$ cat config.mk
export PLATFORM = sky130hd
export DESIGN_NAME = cgi_clock_ctrl
export DESIGN_NICKNAME = d
export VERILOG_FILES = /design/src/rtl/cgi_pkg.sv /design/src/rtl/cgi_clock_ctrl.sv
export SDC_FILE = /design/constraint.sdc
export NUM_CORES = 1
export LEC_CHECK = 0
export CORE_ASPECT_RATIO = 1.5
export CORE_MARGIN = 1.5
export CORE_UTILIZATION = 45
export DETAILED_ROUTE_END_ITERATION = 8
export DONT_BUFFER_PORTS = 1
export SLEW_MARGIN = 0
export SYNTH_ARGS = -nofsm -noshare
export SYNTH_HDL_FRONTEND = slang
export SYNTH_SLANG_ARGS = --single-unit
$ cat constraint.sdc
create_clock -name clk_sys_i -period 5.84 [get_ports clk_sys_i]
set_clock_uncertainty 0.1 [all_clocks]
set_input_delay 1.168 -clock clk_sys_i [delete_from_list [all_inputs] [get_ports clk_sys_i]]
set_output_delay 1.168 -clock clk_sys_i [all_outputs]
set_load 0.05 [all_outputs]
$ cat src/rtl/cgi_pkg.sv
// constants for the clock generator control and interlock block
`default_nettype none
package cgi_pkg;
  localparam int ADDR_W = 8;
  localparam int DATA_W = 8;
  // register byte offsets
  localparam logic [7:0] CTRL_OFS = 8'h36;
  localparam logic [7:0] MULT_OFS = 8'h37;
  localparam logic [7:0] TRIM_OFS = 8'h38;
  localparam logic [7:0] DIV_OFS = 8'h39;
  localparam logic [7:0] STAGE_OFS = 8'h3a;
  // control_status bit positions
  localparam int B_MIE = 7;
  localparam int B_MF = 6;
  localparam int B_MON = 5;
  localparam int B_SEL = 4;
  localparam int B_IEN = 3;
  localparam int B_IST = 2;
  localparam int B_EEN = 1;
  localparam int B_EST = 0;
  // field widths
  localparam int MULT_W = 7;
  localparam int DIV_W = 4;
  // reset values, zero-as-one codes and divider limit
  localparam logic [MULT_W-1:0] MULT_RST = 7'h15;
  localparam logic [7:0] TRIM_RST = 8'h80;
  localparam logic [MULT_W-1:0] MULT_ZERO = 7'h00;
  localparam logic [MULT_W-1:0] MULT_ONE = 7'h01;
  localparam logic [DIV_W-1:0] DIV_MAX = 4'h9;
  // external start-up delay in external clock cycles
  localparam int EXT_DELAY = 4096;
  localparam int EXT_CNT_W = 13;
  localparam logic [EXT_CNT_W-1:0] EXT_DELAY_C = EXT_CNT_W'(EXT_DELAY);
  localparam logic [7:0] RD_ZERO = 8'h00;
endpackage
`default_nettype wire

$ cat src/rtl/cgi_clock_ctrl.sv
// control, status and interlock logic of the on-chip clock generator
// Function
// - interrupt when enable and fault both set
// - interrupt enable needs monitor on; else cleared
// - fault flags when monitor sees clock inactive
// - fault cleared by read then zero write
// - monitor on needs both generators on, stable
// - fault holds monitor on; off conditions clear
// - output clock from external if select set
// - select change needs target generator stable
// - select forced by inactive clock or enable
// - internal enable clearing interlocked, else forced on
// - internal stable set on loop lock
// - internal stable cleared on listed events
// - external enable clearing interlocked, else forced
// - external stable after 4096 external cycles
// - external stable cleared on listed events
// - seven-bit multiplier, zero acts as one
// - multiplier, trim writes ignored while monitoring
// - multiplier resets to twenty-one
// - eight-bit trim resets to mid-range
// - loop filter drives divider; codes above nine saturate
// - stage write blocked when internal on; no reset
// - stop without option halts clocks, outputs low
`default_nettype none
module cgi_clock_ctrl (
  input wire logic clk_sys_i,
  input wire logic rst_i,
  input wire logic [cgi_pkg::ADDR_W-1:0] addr_i,
  input wire logic [cgi_pkg::DATA_W-1:0] wdata_i,
  input wire logic wr_i,
  input wire logic rd_i,
  output logic [cgi_pkg::DATA_W-1:0] rdata_o,
  input wire logic internal_clock_i,
  input wire logic external_clock_i,
  input wire logic int_inactive_i,
  input wire logic ext_inactive_i,
  input wire logic int_locked_i,
  input wire logic stop_mode_i,
  input wire logic oscillator_in_stop_i,
  input wire logic [cgi_pkg::DIV_W-1:0] lf_divide_i,
  input wire logic [7:0] lf_stage_i,
  output logic oscillator_output_clock_o,
  output logic internal_gen_run_o,
  output logic external_gen_run_o,
  output logic monitor_run_o,
  output logic monitor_irq_o,
  output logic [cgi_pkg::MULT_W-1:0] multiplier_factor_o,
  output logic [7:0] trim_factor_o,
  output logic [cgi_pkg::DIV_W-1:0] divide_by_two_count_o,
  output logic [7:0] stage_count_o
);
  import cgi_pkg::*;

  logic mie_q, mf_q, mon_q, sel_q, ien_q, ist_q, een_q, est_q;
  logic mf_armed_q;
  logic [MULT_W-1:0] mult_q;
  logic [7:0] trim_q;
  logic [DIV_W-1:0] div_q;
  logic [7:0] stage_q;
  logic [EXT_CNT_W-1:0] ecnt_q;
  logic [1:0] isync_q, esync_q;
  logic ext_last_q;
  logic clk_out_q;

  // register bus decode
  logic wr_ctrl, wr_mult, wr_trim, wr_div, wr_stage, rd_ctrl;
  assign wr_ctrl = wr_i && (addr_i == CTRL_OFS);
  assign wr_mult = wr_i && (addr_i == MULT_OFS) && !mon_q;
  assign wr_trim = wr_i && (addr_i == TRIM_OFS) && !mon_q;
  assign wr_div = wr_i && (addr_i == DIV_OFS) && !ien_q;
  assign wr_stage = wr_i && (addr_i == STAGE_OFS) && !ien_q;
  assign rd_ctrl = rd_i && (addr_i == CTRL_OFS);

  // stop without the keep-running option halts everything
  logic stop_kill;
  assign stop_kill = stop_mode_i && !oscillator_in_stop_i;

  // clock pins come from outside, two flops before use
  always_ff @(posedge clk_sys_i or posedge rst_i) begin
    if (rst_i) begin
      isync_q <= 2'b00;
      esync_q <= 2'b00;
      ext_last_q <= 1'b0;
    end else begin
      isync_q <= {isync_q[0], internal_clock_i};
      esync_q <= {esync_q[0], external_clock_i};
      ext_last_q <= esync_q[1];
    end
  end

  logic ext_rise;
  assign ext_rise = esync_q[1] && !ext_last_q;

  // all permissions below read the _q state of the last cycle
  logic wbit_mie, wbit_mon, wbit_sel, wbit_ien, wbit_een;
  assign wbit_mie = wdata_i[B_MIE];
  assign wbit_mon = wdata_i[B_MON];
  assign wbit_sel = wdata_i[B_SEL];
  assign wbit_ien = wdata_i[B_IEN];
  assign wbit_een = wdata_i[B_EEN];

  // fault flag: set beats the software clear
  logic mf_set;
  assign mf_set = mon_q && (int_inactive_i || ext_inactive_i);
  always_ff @(posedge clk_sys_i or posedge rst_i) begin
    if (rst_i) begin
      mf_q <= 1'b0;
      mf_armed_q <= 1'b0;
    end else if (!mon_q) begin
      mf_q <= 1'b0;
      mf_armed_q <= 1'b0;
    end else begin
      if (mf_set) begin
        mf_q <= 1'b1;
      end else if (wr_ctrl && mf_armed_q && !wdata_i[B_MF]) begin
        mf_q <= 1'b0;
      end
      if (rd_ctrl && mf_q) begin
        mf_armed_q <= 1'b1;
      end else if (wr_ctrl) begin
        mf_armed_q <= 1'b0;
      end
    end
  end

  // monitor interrupt enable
  always_ff @(posedge clk_sys_i or posedge rst_i) begin
    if (rst_i) begin
      mie_q <= 1'b0;
    end else if (!mon_q) begin
      mie_q <= 1'b0;
    end else if (wr_ctrl) begin
      mie_q <= wbit_mie;
    end
  end

  // monitor on: off conditions outrank the fault hold
  logic mon_ok;
  assign mon_ok = ien_q && een_q && ist_q && est_q;
  always_ff @(posedge clk_sys_i or posedge rst_i) begin
    if (rst_i) begin
      mon_q <= 1'b0;
    end else if (!ien_q || !een_q || stop_kill) begin
      mon_q <= 1'b0;
    end else if (mf_q) begin
      mon_q <= 1'b1;
    end else if (wr_ctrl) begin
      if (wbit_mon && mon_ok) begin
        mon_q <= 1'b1;
      end else if (!wbit_mon) begin
        mon_q <= 1'b0;
      end
    end
  end

  // clock select; loss of the external clock wins
  always_ff @(posedge clk_sys_i or posedge rst_i) begin
    if (rst_i) begin
      sel_q <= 1'b0;
    end else if ((mon_q && ext_inactive_i) || !een_q) begin
      sel_q <= 1'b0;
    end else if ((mon_q && int_inactive_i) || !ien_q) begin
      sel_q <= 1'b1;
    end else if (wr_ctrl) begin
      if (wbit_sel && een_q && est_q) begin
        sel_q <= 1'b1;
      end else if (!wbit_sel && ien_q && ist_q) begin
        sel_q <= 1'b0;
      end
    end
  end

  // internal generator enable
  always_ff @(posedge clk_sys_i or posedge rst_i) begin
    if (rst_i) begin
      ien_q <= 1'b1;
    end else if (mon_q || !sel_q) begin
      ien_q <= 1'b1;
    end else if (wr_ctrl) begin
      ien_q <= wbit_ien;
    end
  end

  // external generator enable
  always_ff @(posedge clk_sys_i or posedge rst_i) begin
    if (rst_i) begin
      een_q <= 1'b0;
    end else if (mon_q || sel_q) begin
      een_q <= 1'b1;
    end else if (wr_ctrl) begin
      een_q <= wbit_een;
    end
  end

  // internal stable follows loop lock unless disturbed
  logic ist_clr;
  assign ist_clr = (mon_q && int_inactive_i) || !ien_q || wr_mult || wr_trim || stop_kill;
  always_ff @(posedge clk_sys_i or posedge rst_i) begin
    if (rst_i) begin
      ist_q <= 1'b0;
    end else if (ist_clr) begin
      ist_q <= 1'b0;
    end else begin
      ist_q <= int_locked_i;
    end
  end

  // external start-up delay counter, a delay and no real check
  logic est_clr;
  assign est_clr = (mon_q && ext_inactive_i) || !een_q || stop_kill;
  always_ff @(posedge clk_sys_i or posedge rst_i) begin
    if (rst_i) begin
      ecnt_q <= '0;
      est_q <= 1'b0;
    end else if (est_clr) begin
      ecnt_q <= '0;
      est_q <= 1'b0;
    end else if (ext_rise && !est_q) begin
      ecnt_q <= ecnt_q + EXT_CNT_W'(1);
      est_q <= (ecnt_q + EXT_CNT_W'(1)) == EXT_DELAY_C;
    end
  end

  // multiplier and trim
  always_ff @(posedge clk_sys_i or posedge rst_i) begin
    if (rst_i) begin
      mult_q <= MULT_RST;
      trim_q <= TRIM_RST;
    end else begin
      if (wr_mult) begin
        mult_q <= wdata_i[MULT_W-1:0];
      end
      if (wr_trim) begin
        trim_q <= wdata_i;
      end
    end
  end

  // divider and stage have no reset; after reset they follow the loop filter
  always_ff @(posedge clk_sys_i) begin
    if (ien_q) begin
      div_q <= lf_divide_i;
      stage_q <= lf_stage_i;
    end else begin
      if (wr_div) begin
        div_q <= wdata_i[DIV_W-1:0];
      end
      if (wr_stage) begin
        stage_q <= wdata_i;
      end
    end
  end

  // output clock mux, held low when halted
  always_ff @(posedge clk_sys_i or posedge rst_i) begin
    if (rst_i) begin
      clk_out_q <= 1'b0;
    end else if (stop_kill) begin
      clk_out_q <= 1'b0;
    end else begin
      clk_out_q <= sel_q ? esync_q[1] : isync_q[1];
    end
  end

  // read data one cycle after the strobe; unmapped reads zero
  always_ff @(posedge clk_sys_i or posedge rst_i) begin
    if (rst_i) begin
      rdata_o <= RD_ZERO;
    end else if (rd_i) begin
      unique case (addr_i)
        CTRL_OFS: rdata_o <= {mie_q, mf_q, mon_q, sel_q, ien_q, ist_q, een_q, est_q};
        MULT_OFS: rdata_o <= {1'b0, mult_q};
        TRIM_OFS: rdata_o <= trim_q;
        DIV_OFS: rdata_o <= {4'h0, div_q};
        STAGE_OFS: rdata_o <= stage_q;
        default: rdata_o <= RD_ZERO;
      endcase
    end else begin
      rdata_o <= RD_ZERO;
    end
  end

  // outputs toward the analog side
  assign monitor_irq_o = mie_q && mf_q;
  assign oscillator_output_clock_o = clk_out_q;
  assign internal_gen_run_o = ien_q && !stop_kill;
  assign external_gen_run_o = een_q && !stop_kill;
  assign monitor_run_o = mon_q;
  assign multiplier_factor_o = (mult_q == MULT_ZERO) ? MULT_ONE : mult_q;
  assign trim_factor_o = trim_q;
  assign divide_by_two_count_o = (div_q > DIV_MAX) ? DIV_MAX : div_q;
  assign stage_count_o = stage_q;
endmodule
`default_nettype wire

==> run_results.csv <==
group,metric,value,unit
status,status,"finished clean",
setup_path,r2r_cells,5,
cells_and_area,finalInstanceArea,3420,um2
timing,max_freq,324,MHz
timing,whs,0.250,ns
setup_path,crit_fanout,5,
timing,drv_slew,0,
place,io_buffers,0,
setup_path,crit_family,"simple AND/OR/NAND/NOR gates",
worst_hold_path,holdPathStages,0,
clocking,clockBufferDepth,2,
logic_synthesis,synth_seq_cells,63,
logic_synthesis,synth_area,3230,um2
timing,setup_viol,0,
setup_path,crit_path_end_kind,"output port",
routing,remaining_drc_errors,0,
cells_and_area,drive_above_1_share,18.2,%
setup_path,slowest_stage,"nor2b_1",
setup_path,path_buf_inv,0,
routing,via_count,2222,
clocking,cts-htree-levels,3,
logic_synthesis,syn-num-nets,338,
routing,dr.pass1.iters,4,
cells_and_area,layout_common_cells,"46 x dfrtp_1, 32 x nand2_1, 26 x nor2_1, 13 x a22oi_1, 12 x edfxtp_1",
logic_synthesis,yosys_warnings,0,
pwr,ir_drop,0.238,mV
worst_hold_path,hold_path_startpoint,"esync_q[0]",
floorplanning,die_w,72.1,um
floorplanning,die_h,107,um
global_routing,first_global_vias,2269,
setup_path,critical_path_required,4.57,ns
setup_path,rrSetupSlack,3.63,ns
global_routing,grt_max_degree,52,
clocking,cts_setup_buffers,0,
place,dp_hpwl,5.48,mm
routing,wl,7.52,mm
timing,min_period,3.09,ns
pwr,p_leak,1.47,nW
cells_and_area,layout_commonest_cell,"dfrtp_1",
clocking,path_clk_slew,0.07,ns
global_routing,met1_usage,22.2,%
logic_synthesis,synth_cell_types,58,
floorplanning,start_util,46.8,%
place,place.gp.congestion,0.806,
setup_path,crit-reg2reg-capture,"est_q",
clocking,cts_tree,"built",
cells_and_area,multi_input_area,1440,um2
clocking,clkLatencyLatePin,0.35,ns
global_routing,grt_usage,21.2,%
clocking,clock_sinks,63,
routing,initialDrtViolationCount,112,
routing,final_antenna_net_count,0,
timing,fin_setup_tns,0,ns
cells_and_area,syn2layout_area_growth,5.89,%
floorplanning,core-area,6900,um2
setup_path,crit_chain,"nor2b_1",
timing,timing.slew.headroom,29.0,%
global_routing,globalRoute.busiestLayer,"met2",
routing,wl_per_cell,20.3,um
logic_synthesis,synth_flop_cell,"dfrtp_1",
floorplanning,dieArea,7700,um2
routing,vias_per_cell,6.01,
clocking,cts_hold_buf,0,
floorplanning,fp-row-count,37,
cells_and_area,n_antenna_cell,0,
setup_path,r2r-start,"monitor_run_o",
logic_synthesis,synth_area_per_cell,10.8,um2
cells_and_area,nNetsFinal,327,
place,postPlaceCellArea,3200,um2
floorplanning,io_pins,79,
logic_synthesis,synth-async-reset-ratio,81.0,%
timing,worstMarginPinSlew,1.06,ns
timing,finalHoldViolations,0,
cells_and_area,fillers,637,
run,drv_cap,0,
clocking,numCtsBuffers,9,
global_routing,use_met3,6.20,%
worst_hold_path,hp-class,"register to register",
setup_path,critPathLaunchType,"register",
clocking,root_buffer,"clkbuf_8",
logic_synthesis,synthCells,298,
setup_path,path_class,"register to output port",
global_routing,grt_pass1_wl,12.0,mm
global_routing,overflow,0,
clocking,cts_resized,0,
logic_synthesis,synth_edf_count,12,
global_routing,antenna_found_initial,0,
worst_hold_path,hold_end,"esync_q[1]",
setup_path,worst_ep_arrival_time,1.82,ns
logic_synthesis,yosysSeqAreaShare,50.9,%
setup_path,slowest_delay,0.82,ns
timing,finalCritPeriodShare,52.9,%
pwr,p_per_area,292,nW/um2
timing,rsz0062_at_grt,"false",
cells_and_area,ff_latch_area,1640,um2
global_routing,met2_usage,37.1,%
## state kept, by name, indices dropped and copies added (netlist names), 2 cells and up
name           cells
ecnt_q            13
rdata_o            8
stage_count_o      8
trim_factor_o      8
mult_q             7
div_q              4
esync_q            2
isync_q            2
## power by group
group	total (mW)	internal, mW	switching, mW
clock	0.412	0.239	0.174
sequential	0.515	0.465	0.0500
combinational	0.0705	0.0246	0.0460
total	0.998	0.729	0.270
## Yosys cell counts, drive strengths merged, types with 2 or more instances
master | instances | share of area [%]
nor4 | 3 | 1.0
nand2b | 7 | 1.4
buf | 10 | 2.5
clkbuf | 12 | 1.4
and3 | 5 | 1.0
nand3 | 13 | 2.6
nor3 | 4 | 0.62
xor2 | 8 | 2.2
mux2 | 19 | 7.6
edfxtp | 12 | 11
dfstp | 5 | 4.1
o31a | 2 | 0.54
a21o | 2 | 0.47
a311oi | 2 | 0.54
o21ai | 7 | 1.1
a22oi | 13 | 3.0
nand2 | 34 | 4.4
a2111oi | 2 | 0.54
or3 | 3 | 0.58
a22o | 2 | 0.54
a31oi | 2 | 0.39
mux2i | 5 | 1.6
nand4 | 9 | 1.7
a221oi | 2 | 0.54
and4 | 2 | 0.54
and2 | 5 | 1.0
dfrtp | 46 | 36
a21oi | 6 | 0.93
inv | 4 | 0.47
xnor2 | 3 | 0.81
nor2 | 26 | 3.0
o22ai | 2 | 0.39
nor3b | 2 | 0.62
nor2b | 6 | 1.2
## metal layers
metal	vias to the layer above	routed length (um)	share of wire, %
met5	-	0	0
met4	0	218	2.9
met3	18	442	5.9
met2	62	4140	55
met1	1093	2720	36
li1	1049	-	-
## how the worst max path moves through the flow
| stage | from | to | slack, ns | cells past startpoint |
|---|---|---|---|---|
| after global routing | div_q[3] | divide_by_two_count_o[1] | 2.70 | 1 |
| after global placement | addr_i[1] | trim_factor_o[5] | 2.71 | 3 |
| after detailed placement | addr_i[1] | trim_factor_o[5] | 2.66 | 3 |
| after floorplan | oscillator_in_stop_i | internal_gen_run_o | 2.82 | 2 |
| after CTS | div_q[3] | divide_by_two_count_o[2] | 2.73 | 1 |
| final | div_q[3] | divide_by_two_count_o[2] | 2.75 | 1 |
## cell families (layout without fill, tap and decap cells)
| logic type | Yosys count | in the layout | synth area share [%] |
|---|---|---|---|
| muxes | 24 | 24 | 9.11 |
| AOI/OAI and AO/OA | 48 | 48 | 10.7 |
| adders and majority gates | 1 | 1 | 0.388 |
| buffers and inverters | 27 | 21 | 4.61 |
| xor gates and xnor gates | 11 | 11 | 2.99 |
| and+or+nand+nor | 124 | 124 | 21.2 |
| DFF | 63 | 63 | 50.9 |
## through the flow
stage               total power [mW]  instances  setup slack [ns]  util, %
global route                    1.03        370              2.70     49.5
finish                         0.998        370              2.75     49.5
floorplan                      0.582        298              2.82        -
CTS                             1.01        370              2.73     49.5
detailed placement             0.596        354              2.66     46.5
global placement               0.595        354              2.71     46.5
## cell type report
cell class | count | area share, %
inverters | 5 | 0.696
flip-flops and latches | 63 | 48.1
well taps | 78 | 2.86
clock inverters | 6 | 2.49
multi-input cells | 208 | 42.1
clock buffers | 10 | 3.73
(Power assumes the default switching activity.)
